<file path="config.mk">
export PLATFORM = sky130hd
export DESIGN_NAME = srtc_top
export DESIGN_NICKNAME = d
export VERILOG_FILES = /design/src/pkg/srtc_pkg.sv /design/src/rtl/srtc_tick.sv /design/src/rtl/srtc_top.sv
export SDC_FILE = /design/constraint.sdc
export NUM_CORES = 1
export LEC_CHECK = 0
export BUFFER_PORTS_ARGS = -buffer_cell sky130_fd_sc_hd__buf_2
export CORE_ASPECT_RATIO = 0.75
export CORE_MARGIN = 4
export CORE_UTILIZATION = 48
export DETAILED_ROUTE_END_ITERATION = 10
export GPL_TIMING_DRIVEN = 0
export PLACE_DENSITY = 0.67
export SLEW_MARGIN = 30
export SYNTH_ARGS = -nofsm -noshare
export SYNTH_HDL_FRONTEND = slang
export SYNTH_SLANG_ARGS = --single-unit
</file>
<file path="constraint.sdc">
create_clock -name mclk -period 6.15 [get_ports mclk]
set_input_delay 0.3075 -clock mclk [delete_from_list [all_inputs] [get_ports mclk]]
set_output_delay 0.3075 -clock mclk [all_outputs]
set_load 0.005 [all_outputs]
</file>
<file path="src/pkg/srtc_pkg.sv">
`default_nettype none
package srtc_pkg;

  // ----------------------------------------------------------------
  // Bus geometry
  // ----------------------------------------------------------------
  localparam int ADDR_W = 18;
  localparam int DATA_W = 32;
  localparam int REG_W = 16;

  // Register indices, byte address is four times the index
  localparam logic [15:0] IDX_WR_COUNTER = 16'h4020;
  localparam logic [15:0] IDX_SECS_HIGH = 16'h4021;
  localparam logic [15:0] IDX_SECS_LOW = 16'h4022;
  localparam logic [15:0] IDX_ALARM_HIGH = 16'h4023;
  localparam logic [15:0] IDX_ALARM_LOW = 16'h4024;
  localparam logic [15:0] IDX_CONTROL = 16'h4025;
  localparam logic [15:0] IDX_TRIM = 16'h4026;
  localparam logic [15:0] IDX_EVENTS = 16'h4027;
  localparam logic [15:0] IDX_KEY = 16'h4028;

  // ----------------------------------------------------------------
  // Field positions
  // ----------------------------------------------------------------
  localparam int CTL_VALID_BIT = 15;
  localparam int CTL_BUSY_BIT = 14;
  localparam int CTL_ALM_EN_BIT = 10;
  localparam int CTL_PER_LSB = 4;
  localparam int CTL_PER_W = 3;
  localparam int TRIM_W = 10;
  localparam int TRIM_FRAC_BITS = 6;
  localparam int EVT_ALARM_BIT = 0;
  localparam int EVT_TICK_BIT = 1;
  localparam int KEY_OPEN_BIT = 0;

  // ----------------------------------------------------------------
  // Reset values and key
  // ----------------------------------------------------------------
  localparam logic [15:0] RST_REG16 = 16'h0000;
  localparam logic [31:0] RST_REG32 = 32'h0000_0000;
  localparam logic [15:0] RST_LFSR = 16'hACE1;
  localparam logic [15:0] LFSR_TAPS = 16'hB400;
  // Unlock value is arbitrary
  localparam logic [15:0] KEY_UNLOCK = 16'h9716;

  // ----------------------------------------------------------------
  // Timing
  // ----------------------------------------------------------------
  localparam int CLK_PERIOD_NS = 25;
  localparam int SYNC_BUSY_NS = 100;
  localparam int SYNC_BUSY_CYCLES = (SYNC_BUSY_NS + CLK_PERIOD_NS - 1) / CLK_PERIOD_NS;
  localparam int XTAL_NOMINAL_HZ = 32768;
  localparam int ACC_W = 23;

  typedef struct packed {
    logic read;
    logic write;
    logic [ADDR_W-1:0] address;
    logic [DATA_W-1:0] writedata;
    logic [3:0] byteenable;
  } srtc_req_s;

endpackage
`default_nettype wire

</file>
<file path="src/rtl/srtc_tick.sv">
`timescale 1ns/100ps
`default_nettype none
module srtc_tick
  import srtc_pkg::*;
#(
  parameter int XTAL_HZ = XTAL_NOMINAL_HZ
)
(
  input wire logic mclk,
  input wire logic sys_rst,
  input wire logic xtal_in,
  input wire logic [TRIM_W-1:0] trim,
  output logic sec_pulse
);

  // ----------------------------------------------------------------
  // Crystal pin synchroniser
  // ----------------------------------------------------------------
  logic s1_r, s2_r, s3_r, level_r;
  logic [ACC_W-1:0] acc_r;
  logic [ACC_W-1:0] threshold;
  logic xtal_rise;

  always_ff @(posedge mclk or posedge sys_rst) begin
    if (sys_rst) begin
      s1_r <= 1'b0;
      s2_r <= 1'b0;
      s3_r <= 1'b0;
      level_r <= 1'b0;
    end else begin
      s1_r <= xtal_in;
      s2_r <= s1_r;
      s3_r <= s2_r;
      if (s2_r == s3_r) begin
        level_r <= s3_r;
      end
    end
  end

  assign xtal_rise = s2_r & s3_r & ~level_r;

  // ----------------------------------------------------------------
  // Fractional second accumulator
  // ----------------------------------------------------------------
  // Units of 1/64 crystal cycle; the signed trim moves the second length
  assign threshold = ACC_W'(XTAL_HZ << TRIM_FRAC_BITS)
                   + {{(ACC_W-TRIM_W){trim[TRIM_W-1]}}, trim};

  always_ff @(posedge mclk or posedge sys_rst) begin
    if (sys_rst) begin
      acc_r <= '0;
      sec_pulse <= 1'b0;
    end else begin
      sec_pulse <= 1'b0;
      if (xtal_rise) begin
        // Remainder carried over, so fractional trim is not lost
        if (acc_r + ACC_W'(1 << TRIM_FRAC_BITS) >= threshold) begin
          acc_r <= acc_r + ACC_W'(1 << TRIM_FRAC_BITS) - threshold;
          sec_pulse <= 1'b1;
        end else begin
          acc_r <= acc_r + ACC_W'(1 << TRIM_FRAC_BITS);
        end
      end
    end
  end

endmodule // srtc_tick
`default_nettype wire

</file>
<file path="src/rtl/srtc_top.sv">
`timescale 1ns/100ps
`default_nettype none
module srtc_top
  import srtc_pkg::*;
#(
  // Crystal rate in hertz; only a bench shortens it, to make seconds short
  parameter int XTAL_HZ = XTAL_NOMINAL_HZ
)
(
  input wire logic mclk,
  input wire logic sys_rst,
  input wire logic xtal_in,
  input wire srtc_req_s avs_req,
  output logic avs_waitrequest,
  output logic [DATA_W-1:0] avs_readdata,
  output logic alarm_event,
  output logic tick_event
);

  // ----------------------------------------------------------------
  // Helpers
  // ----------------------------------------------------------------
  function automatic logic [REG_W-1:0] merge16(
    input logic [REG_W-1:0] old_v,
    input logic [DATA_W-1:0] wd,
    input logic [3:0] be
  );
    logic [REG_W-1:0] v;
    v = old_v;
    if (be[0]) begin
      v[7:0] = wd[7:0];
    end
    if (be[1]) begin
      v[15:8] = wd[15:8];
    end
    return v;
  endfunction

  // Low n bits of the count, all zero exactly on a 2^n second boundary
  function automatic logic [31:0] period_mask(input logic [CTL_PER_W-1:0] code);
    logic [31:0] m;
    m = (32'h0000_0001 << code) - 32'h0000_0001;
    return m;
  endfunction

  // Either half counts as a time write, for the valid flag and the counter
  function automatic logic hits_secs(input logic [15:0] i);
    return (i == IDX_SECS_HIGH) || (i == IDX_SECS_LOW);
  endfunction

  // ----------------------------------------------------------------
  // State
  // ----------------------------------------------------------------
  logic [31:0] secs_r, secs_nxt;
  logic [31:0] alarm_r;
  logic [REG_W-1:0] wr_cnt_r;
  logic [REG_W-1:0] lfsr_r;
  logic valid_r;
  logic alm_en_r;
  logic [CTL_PER_W-1:0] period_r;
  logic [TRIM_W-1:0] trim_r;
  logic key_open_r;
  logic [1:0] events_r;
  logic [2:0] busy_cnt_r;
  logic match_q_r;
  logic sec_pulse;
  logic [15:0] idx;
  logic access;
  logic wr_go;
  logic rd_go;
  logic [REG_W-1:0] rd_word;
  logic per_hit;
  logic alm_hit;

  // ----------------------------------------------------------------
  // Second generator
  // ----------------------------------------------------------------
  // Trim reaches the divider straight from its register, so a new value
  // applies from the next crystal edge without restarting the second
  srtc_tick #(
    .XTAL_HZ(XTAL_HZ)
  ) u_tick (
    .mclk(mclk),
    .sys_rst(sys_rst),
    .xtal_in(xtal_in),
    .trim(trim_r),
    .sec_pulse(sec_pulse)
  );

  // ----------------------------------------------------------------
  // Avalon slave handshake
  // ----------------------------------------------------------------
  // One wait state: the request is accepted at the edge after it rises,
  // where a read latches its data; a write takes effect at the edge where waitrequest is seen low
  assign idx = avs_req.address[ADDR_W-1:2];
  assign access = (avs_req.read | avs_req.write) & avs_waitrequest;
  assign wr_go = avs_req.write & ~avs_waitrequest;
  assign rd_go = avs_req.read & avs_waitrequest;

  always_ff @(posedge mclk or posedge sys_rst) begin
    if (sys_rst) begin
      avs_waitrequest <= 1'b1;
    end else if (access) begin
      avs_waitrequest <= 1'b0;
    end else begin
      avs_waitrequest <= 1'b1;
    end
  end

  always_comb begin
    rd_word = RST_REG16;
    unique case (idx)
      IDX_WR_COUNTER: rd_word = wr_cnt_r;
      IDX_SECS_HIGH: rd_word = secs_r[31:16];
      IDX_SECS_LOW: rd_word = secs_r[15:0];
      IDX_ALARM_HIGH: rd_word = alarm_r[31:16];
      IDX_ALARM_LOW: rd_word = alarm_r[15:0];
      IDX_CONTROL: begin
        rd_word[CTL_VALID_BIT] = valid_r;
        rd_word[CTL_BUSY_BIT] = (busy_cnt_r != 3'd0);
        rd_word[CTL_ALM_EN_BIT] = alm_en_r;
        rd_word[CTL_PER_LSB +: CTL_PER_W] = period_r;
      end
      IDX_TRIM: rd_word[TRIM_W-1:0] = trim_r;
      IDX_EVENTS: rd_word[1:0] = events_r;
      IDX_KEY: rd_word[KEY_OPEN_BIT] = key_open_r;
      default: rd_word = RST_REG16;
    endcase
  end

  always_ff @(posedge mclk or posedge sys_rst) begin
    if (sys_rst) begin
      avs_readdata <= RST_REG32;
    end else if (rd_go) begin
      avs_readdata <= {16'h0000, rd_word};
    end
  end

  // ----------------------------------------------------------------
  // Seconds counter
  // ----------------------------------------------------------------
  // A software write to one half overrides that half only; the other half
  // keeps any increment from the same cycle
  always_comb begin
    secs_nxt = sec_pulse ? secs_r + 32'h0000_0001 : secs_r;
    if (wr_go && idx == IDX_SECS_HIGH) begin
      secs_nxt[31:16] = merge16(secs_r[31:16], avs_req.writedata, avs_req.byteenable);
    end
    if (wr_go && idx == IDX_SECS_LOW) begin
      secs_nxt[15:0] = merge16(secs_r[15:0], avs_req.writedata, avs_req.byteenable);
    end
  end

  always_ff @(posedge mclk or posedge sys_rst) begin
    if (sys_rst) begin
      secs_r <= RST_REG32;
    end else begin
      secs_r <= secs_nxt;
    end
  end

  always_ff @(posedge mclk or posedge sys_rst) begin
    if (sys_rst) begin
      valid_r <= 1'b0;
    end else if (wr_go && hits_secs(idx)) begin
      valid_r <= 1'b1;
    end
  end

  // ----------------------------------------------------------------
  // Tamper write counter
  // ----------------------------------------------------------------
  // Free running LFSR so the value loaded cannot be predicted from the
  // number of writes alone
  always_ff @(posedge mclk or posedge sys_rst) begin
    if (sys_rst) begin
      lfsr_r <= RST_LFSR;
    end else begin
      lfsr_r <= lfsr_r[0] ? ((lfsr_r >> 1) ^ LFSR_TAPS) : (lfsr_r >> 1);
    end
  end

  always_ff @(posedge mclk or posedge sys_rst) begin
    if (sys_rst) begin
      wr_cnt_r <= RST_REG16;
    end else if (wr_go && hits_secs(idx)) begin
      wr_cnt_r <= lfsr_r;
    end
  end

  // ----------------------------------------------------------------
  // Alarm registers
  // ----------------------------------------------------------------
  always_ff @(posedge mclk or posedge sys_rst) begin
    if (sys_rst) begin
      alarm_r <= RST_REG32;
    end else if (wr_go && idx == IDX_ALARM_HIGH) begin
      alarm_r[31:16] <= merge16(alarm_r[31:16], avs_req.writedata, avs_req.byteenable);
    end else if (wr_go && idx == IDX_ALARM_LOW) begin
      alarm_r[15:0] <= merge16(alarm_r[15:0], avs_req.writedata, avs_req.byteenable);
    end
  end

  // ----------------------------------------------------------------
  // Control register
  // ----------------------------------------------------------------
  always_ff @(posedge mclk or posedge sys_rst) begin
    if (sys_rst) begin
      alm_en_r <= 1'b0;
      period_r <= '0;
    end else if (wr_go && idx == IDX_CONTROL) begin
      if (avs_req.byteenable[1]) begin
        alm_en_r <= avs_req.writedata[CTL_ALM_EN_BIT];
      end
      if (avs_req.byteenable[0]) begin
        period_r <= avs_req.writedata[CTL_PER_LSB +: CTL_PER_W];
      end
    end
  end

  // Busy covers the settling time after any clock register write; the
  // device still accepts writes during it, keeping off is software's job
  always_ff @(posedge mclk or posedge sys_rst) begin
    if (sys_rst) begin
      busy_cnt_r <= 3'd0;
    end else if (wr_go && idx >= IDX_SECS_HIGH && idx <= IDX_TRIM) begin
      busy_cnt_r <= 3'(SYNC_BUSY_CYCLES);
    end else if (busy_cnt_r != 3'd0) begin
      busy_cnt_r <= busy_cnt_r - 3'd1;
    end
  end

  // ----------------------------------------------------------------
  // Security key and trim
  // ----------------------------------------------------------------
  always_ff @(posedge mclk or posedge sys_rst) begin
    if (sys_rst) begin
      key_open_r <= 1'b0;
    end else if (wr_go && idx == IDX_KEY) begin
      key_open_r <= (avs_req.writedata[15:0] == KEY_UNLOCK);
    end
  end

  always_ff @(posedge mclk or posedge sys_rst) begin
    if (sys_rst) begin
      trim_r <= '0;
    end else if (wr_go && idx == IDX_TRIM && key_open_r) begin
      trim_r <= TRIM_W'(merge16({6'h00, trim_r}, avs_req.writedata, avs_req.byteenable));
    end
  end

  // ----------------------------------------------------------------
  // Alarm and periodic events
  // ----------------------------------------------------------------
  // Alarm fires once on entering the match, not every cycle it lasts
  assign alm_hit = alm_en_r && (secs_r == alarm_r) && !match_q_r;
  assign per_hit = sec_pulse && (period_r != '0)
                && ((secs_nxt & period_mask(period_r)) == 32'h0000_0000);

  always_ff @(posedge mclk or posedge sys_rst) begin
    if (sys_rst) begin
      match_q_r <= 1'b0;
      alarm_event <= 1'b0;
    end else begin
      match_q_r <= alm_en_r && (secs_r == alarm_r);
      alarm_event <= alm_hit;
    end
  end

  always_ff @(posedge mclk or posedge sys_rst) begin
    if (sys_rst) begin
      tick_event <= 1'b0;
    end else begin
      tick_event <= per_hit;
    end
  end

  // Sticky copies for polling, write one to clear, a new event wins
  always_ff @(posedge mclk or posedge sys_rst) begin
    if (sys_rst) begin
      events_r <= 2'b00;
    end else begin
      if (wr_go && idx == IDX_EVENTS && avs_req.byteenable[0]) begin
        events_r <= (events_r & ~avs_req.writedata[1:0]) | {per_hit, alm_hit};
      end else begin
        events_r <= events_r | {per_hit, alm_hit};
      end
    end
  end

endmodule // srtc_top
`default_nettype wire

</file>
Yosys cells after proc, flatten, opt, wreduce, memory -nomap -nowiden
Index checks and enable logic that the tools add are counted.

word-level totals
  flip-flop bits (word level) = 165
  bits in writable memories = 0
  memories kept = 0
  latch bits = 0
  logic and storage cells = 117
  ROM bits = 0

cells by class
  bitwise gates (word level) = 15
  order comparisons = 3
  shift operators = 1
  multiply operators = 0
  mux-type cells = 23
  div/mod/pow operators = 0
  eq/ne operators = 12
  add/subtract/negate cells = 6
  reduce and logical (&&, ||, !) cells = 31

operators by type and width
  kind                                                                 number
  equality test 16 x 15 -> 1 bit, second input constant                9
  2-to-1 mux 16 bit                                                    3
  adder 32 x 1 -> 32 bit, second input constant                        1
  AND 32 bit                                                           1
  equality test 32 bit                                                 1
  zero test 32 bit                                                     1
  2-to-1 mux 32 bit                                                    1
  2-to-1 mux 8 bit                                                     4
  << shifter 1 x 3 -> 32 bit, first input constant                     1
  subtractor 32 x 1 -> 32 bit, second input constant                   1
  case mux 2 bit (6 select lines)                                      2
  adder 22 x 23 -> 23 bit, first input constant                        1
  adder 23 x 7 -> 23 bit, second input constant                        1
  greater-or-equal comparator 23 bit                                   1
  2-to-1 mux 23 bit                                                    1
  subtractor 23 bit                                                    1
  case mux 3 bit (7 select lines)                                      1
  case mux 3 bit (6 select lines)                                      1
  logical AND 1 bit                                                    17
  equality test 16 bit, second input constant                          1
  greater-or-equal comparator 16 x 15 -> 1 bit, second input constant  1
  <= comparator 16 x 15 -> 1 bit, second input constant                1
  case mux 3 bit (5 select lines)                                      1
  AND reduction 2 bit                                                  6
  20 further kinds                                                     32

Longest topological paths before layout
  depth in word-level cells = 9
  depth in mapped cells = 17
  gate-level depth less buffers = 16

By module
From an unflattened synthesis, not the netlist that was laid out.

second synthesis, totals
  cell total of the unflattened synthesis = 1049
  area total of the unflattened synthesis = 10272.4 um^2

modules (own cells, without submodules)
  module     seq. area each (um^2)  area each (um^2)  instances  cells each
  srtc_top   3439.5                 7662.3            1          746
  srtc_tick  700.7                  2610.0            1          303

Least setup slack after synthesis
Ideal clock, no wire load.

  path kind = register to register
  start = reg u_tick.acc_r[6]
  end = reg u_tick.acc_r[17]
  buffers on the path = 2
  cell stages (with the launch flop) = 17
  library setup time = 0.087 ns
  data arrival time = 3.615 ns
  period minus slack after synthesis = 3.702 ns
  slack = 2.448 ns
  cells stage by stage = dfrtp_1 > ha_1 > and3_1 > nand3_1 > nor3_1 > xor2_1 > ha_1 > a21o_1 > a21o_1 > a21oi_1 > nor2b_1 > or3b_1 > a311o_1 > clkbuf_1 > clkbuf_1 > nand4b_1 > o211ai_1

on the way
  cells in the longest elaborated chain, start to end = 3
  elaborated cells on any way between the ends = 4
  those cells by class = add/sub: 2; order compare: 1; mux: 1

ends and longest elaborated chain
  element                                                                  RTL line                                           RTL
  from (decl)                                                              srtc_tick.sv:20                                    logic [ACC_W-1:0] acc_r;
  from (signal assigned)                                                   srtc_tick.sv:58                                    acc_r <= acc_r + ACC_W'(1 << TRIM_FRAC_BITS) - threshold;
  from (signal assigned)                                                   srtc_tick.sv:61                                    acc_r <= acc_r + ACC_W'(1 << TRIM_FRAC_BITS);
  adder 23 x 7 -> 23 bit *                                                 srtc_tick.sv:57, srtc_tick.sv:58, srtc_tick.sv:61
  subtractor 23 bit or greater-or-equal comparator 23 bit (tied branches)  srtc_tick.sv:58, srtc_tick.sv:57
  2-to-1 mux 23 bit *                                                      srtc_tick.sv:57                                    if (acc_r + ACC_W'(1 << TRIM_FRAC_BITS) >= threshold) begin

Every way passes the cells marked *; elsewhere a longest branch is shown, timed or not.
A chain may end at the register's enable or synchronous reset.

Final worst setup path
  start = reg u_tick.acc_r[6]
  end = reg u_tick.acc_r[6]

Same word-level chain as after synthesis.

==> run summary <==
- **share of layout cells above drive strength 1** 17.5%
- **peak clock frequency supported by timing** 217 MHz
- **dpl hpwl** 23500 µm
- **category of the most critical setup path** reg2reg
- **number of synthesized flops with an enable pin** 0
- **final weighted congestion in routability-driven placement** 0.954
- **Post-Route Hold Slack** 35.7 ps
- **DRT iter0 DRCs** 1222
- **starting density of the core** 49.6%
- **netlist area before placement** 0.0102 mm²
- **r2r endpoint** u_tick.acc_r[6]
- **Critical Path Start** u_tick.acc_r[6]
- **overall routed net length** 31000 µm
- **buffers added on ports** 56
- **number of cells traversed by the worst hold path** 2
- **core utilization of the finished layout** 56.5%
- **status** finished, final reports clean
- **first-pass detailed-route iteration total** 5
- **final-stage net count** 1259
- **relative max-transition margin** 37.9%
- **vias post-DR** 8944
- **ys flop type** sky130_fd_sc_hd__dfrtp_1
- **sum of overflow across all layers after global routing** 0
- **skew final** 12.6 ps
- **sequential area share after synthesis** 40.6%
- **CTS Buffer Depth** 2
- **drc violations** 0
- **nature of the critical path startpoint** flop
- **Finished Layout Cells** 1465
- **hold violation count in the final report** 0
- **transition time at the pin with the least slew margin** 924 ps
- **height of the chip** 134 µm
- **FF+latch count, synth** 165
- **static leakage** 5.09 nW
- **shortest period the worst path allows** 4610 ps
- **async set-or-reset flop fraction in the synthesized netlist** 100%
- **path category of the worst min-delay check** in2reg
- **routed vias/inst** 6.11
- **antenna violations before repair** 0
- **total global routing track utilization** 26.2%
- **WP data required** 6450 ps
- **setup repair after global routing missed its margin** no
- **clock-pin slew reported for the worst setup and hold paths after clock tree synthesis** 70 ps
- **worst path arrival time** 4910 ps
- **max-slew violation total from the final report** 0
- **crit path max fanout** 10
- **category of the worst setup path capture point** flop
- **core area** 0.0206 mm²
- **die footprint** 0.0237 mm²
- **setup slack of the most critical reg-to-reg path** 1540 ps
- **number of buffers added for setup after CTS** 0
- **clock tree from TritonCTS** built
- **clock net sink count** 165
- **pre-CTS worst setup slack** 1650 ps
- **count of standard-cell rows** 45
- **final setup fails** 0
- **ANT nets after route** 0
- **via count of the first global-routing pass** 8142
- **Inserted Clock Buffers** 17
- **Antenna Diode Count** 0
- **first-pass GRT wire length** 48000 µm
- **detailed-route wire length per cell** 21.2 µm
- **PwrDens** 249 mW/mm²
- **source of the worst register-to-register timing path** u_tick.acc_r[6]
- **synth warn** 0
- **library cells used by synthesis** 84
- **critical path endpoint** u_tick.acc_r[6]
- **share of the clock period used by the worst path after layout** 75.0%
- **pin count of the biggest net entering global routing** 93
- **Maximum Capacitance Violations** 0
- **final critical-path setup slack** 1540 ps
- **Cell Count Post-Placement** 1431
- **Root Buffer Master** sky130_fd_sc_hd__clkbuf_16
- **IO Pins** 94
- **source-to-sink clock delay at the later pin of the worst-skew pair** 440 ps
- **accumulated negative setup slack** 0 ps
- **layout overhead on the synthesized area** 13.8%
- **depth of the most critical reg-to-reg path** 16
- **H-tree levels** 4
- **post-synthesis area per instance** 9.48 µm²
- **Worst VDD drop** 0.185 mV
- **Horiz. Die Dim** 176 µm
- **number of cells produced by synthesis** 1076
worst min-delay path by stage:
stage / from / endpoint / slack, ps
final: avs_req[55] / avs_waitrequest / 40
after global routing: avs_req[55] / avs_waitrequest / 50
after CTS: avs_req[55] / avs_waitrequest / 20
after detailed placement: sys_rst / u_tick.acc_r[19] / 200
after global placement: u_tick.s1_r / u_tick.s2_r / 330
after floorplan: u_tick.s1_r / u_tick.s2_r / 330
state kept, by name, summed over array words and instances (netlist names), 2 cells and up:
name and cells:
secs_r 32, events_r 2, lfsr_r 16, avs_readdata 16, trim_r 10, alarm_r 32, period_r 3, wr_cnt_r 16
u_tick.acc_r 23, busy_cnt_r 3
routing by layer:
| metal | up-vias | track usage, % | wire [µm] | share of wire (%) |
|---|---|---|---|---|
| met2 | 459 | 35.7 | 12400 | 40 |
| met5 | - | 0 | 0 | 0 |
| met3 | 31 | 8.90 | 4010 | 13 |
| li1 | 4113 | - | - | - |
| met1 | 4341 | 40.7 | 14400 | 46 |
| met4 | 0 | 4.17 | 233 | 0.75 |
critical path, cell delays in order (launching register included):
cell                       delay, ps
sky130_fd_sc_hd__dfrtp_1         420
sky130_fd_sc_hd__ha_1            270
sky130_fd_sc_hd__and3_1          280
sky130_fd_sc_hd__nand3_1         210
sky130_fd_sc_hd__nor3_1          500
sky130_fd_sc_hd__xor2_1          240
sky130_fd_sc_hd__ha_1            310
sky130_fd_sc_hd__a21o_1          190
sky130_fd_sc_hd__a21o_1          170
sky130_fd_sc_hd__a21oi_1         140
sky130_fd_sc_hd__nor2b_1          70
sky130_fd_sc_hd__or3b_1          360
sky130_fd_sc_hd__a311o_1         380
sky130_fd_sc_hd__clkbuf_1        270
sky130_fd_sc_hd__clkbuf_1        330
sky130_fd_sc_hd__a31oi_1         240
sky130_fd_sc_hd__o21ai_1         100
per-stage QoR:
step | total power [mW] | cell area, µm²
final | 2.90 | 11600
after global routing | 3.02 | 11600
after CTS | 2.90 | 11600
after detailed placement | 1.80 | 11000
after floorplan | 1.64 | 10300
after global placement | 1.78 | 10900
cell families (layout without fill, tap and decap cells):
| logic type | count (synthesis) | after routing | synth area share (%) |
|---|---|---|---|
| fa+ha+maj | 30 | 30 | 3.75 |
| compound gates | 231 | 231 | 15.4 |
| xor+xnor | 76 | 76 | 6.52 |
| simple gates | 389 | 389 | 19.9 |
| mux | 88 | 88 | 9.54 |
| buf+inv | 96 | 188 | 4.34 |
| flops | 165 | 165 | 40.6 |
| other cells | 1 | 16 | 0.0368 |
layout make-up:
cell class / instances / area, µm²
Clock buffer: 17 / 425
Inverter: 32 / 128
Multi-Input combinational cell: 830 / 5690
Sequential cell: 165 / 4140
Timing Repair Buffer: 60 / 355
Clock inverter: 15 / 201
Tap cell: 282 / 353
Buffer: 64 / 323
Fill cell: 1859 / 8940
where the power goes:
part           switching [mW]  leakage [nW]  total, mW  internal [mW]
sequential             0.0273          2.21       1.14           1.11
clock                   0.548         0.302       1.11          0.558
combinational           0.370          2.57      0.650          0.280
Yosys cell counts, types with 4 or more instances:
master / n / area (µm²)
sky130_fd_sc_hd__inv_1: 32 / 120
sky130_fd_sc_hd__buf_4: 16 / 120
sky130_fd_sc_hd__or3_1: 11 / 68.8
sky130_fd_sc_hd__o31ai_1: 4 / 30.0
sky130_fd_sc_hd__o21ai_1: 18 / 90.1
sky130_fd_sc_hd__xor2_1: 21 / 184
sky130_fd_sc_hd__nor4_1: 14 / 87.6
sky130_fd_sc_hd__nor4bb_1: 5 / 50.1
sky130_fd_sc_hd__and4_1: 9 / 78.8
sky130_fd_sc_hd__a21o_1: 11 / 82.6
sky130_fd_sc_hd__nand4_1: 26 / 163
sky130_fd_sc_hd__nor2b_1: 13 / 81.3
sky130_fd_sc_hd__nand2b_1: 8 / 50.1
sky130_fd_sc_hd__nand3_1: 42 / 210
sky130_fd_sc_hd__and3_1: 17 / 106
sky130_fd_sc_hd__a31oi_1: 4 / 25.0
sky130_fd_sc_hd__o21bai_1: 7 / 52.6
sky130_fd_sc_hd__clkbuf_1: 38 / 143
sky130_fd_sc_hd__xnor2_1: 55 / 482
sky130_fd_sc_hd__o211ai_1: 10 / 75.1
sky130_fd_sc_hd__o21a_1: 5 / 37.5
sky130_fd_sc_hd__ha_1: 29 / 363
sky130_fd_sc_hd__a21oi_1: 39 / 195
sky130_fd_sc_hd__nor2_1: 74 / 278
sky130_fd_sc_hd__o21ai_0: 56 / 280
sky130_fd_sc_hd__mux2i_1: 23 / 230
sky130_fd_sc_hd__dfrtp_1: 156 / 3900
sky130_fd_sc_hd__a221o_1: 11 / 110
sky130_fd_sc_hd__dfstp_2: 9 / 236
sky130_fd_sc_hd__nor3_1: 34 / 170
sky130_fd_sc_hd__and2_1: 11 / 68.8
sky130_fd_sc_hd__mux2_2: 64 / 721
sky130_fd_sc_hd__nand2_1: 99 / 372
sky130_fd_sc_hd__a211oi_1: 6 / 45.0
sky130_fd_sc_hd__a221oi_1: 17 / 149
sky130_fd_sc_hd__a211o_1: 7 / 61.3
sky130_fd_sc_hd__buf_2: 6 / 30.0
repair_timing:
item,in CTS,in global routing
hold buffers,2,0
resized for setup,0,0
endpoints found under the hold margin,4,0
cells in the final DEF, fill, tap and decap left out, drive strengths merged, types with 5 or more instances in the layout:
cell and count:
dfrtp 156, nand2 102, buf 84, nor2 76, o21ai 74, mux2 64
xnor2 55, clkbuf 55, nand3 42, a21oi 39, inv 37, nor3 35
ha 29, nand4 26, mux2i 23, xor2 21, and3 17, a221oi 17
conb 16, nor4 16, nor2b 13, or3 11, a221o 11, and2 11
a21o 11, o211ai 10, clkinv 10, and4 9, dfstp 9, nand2b 8
a211o 7, o21bai 7, a211oi 6, nor4bb 5, o21a 5
Power figures use the tool's default switching activity.
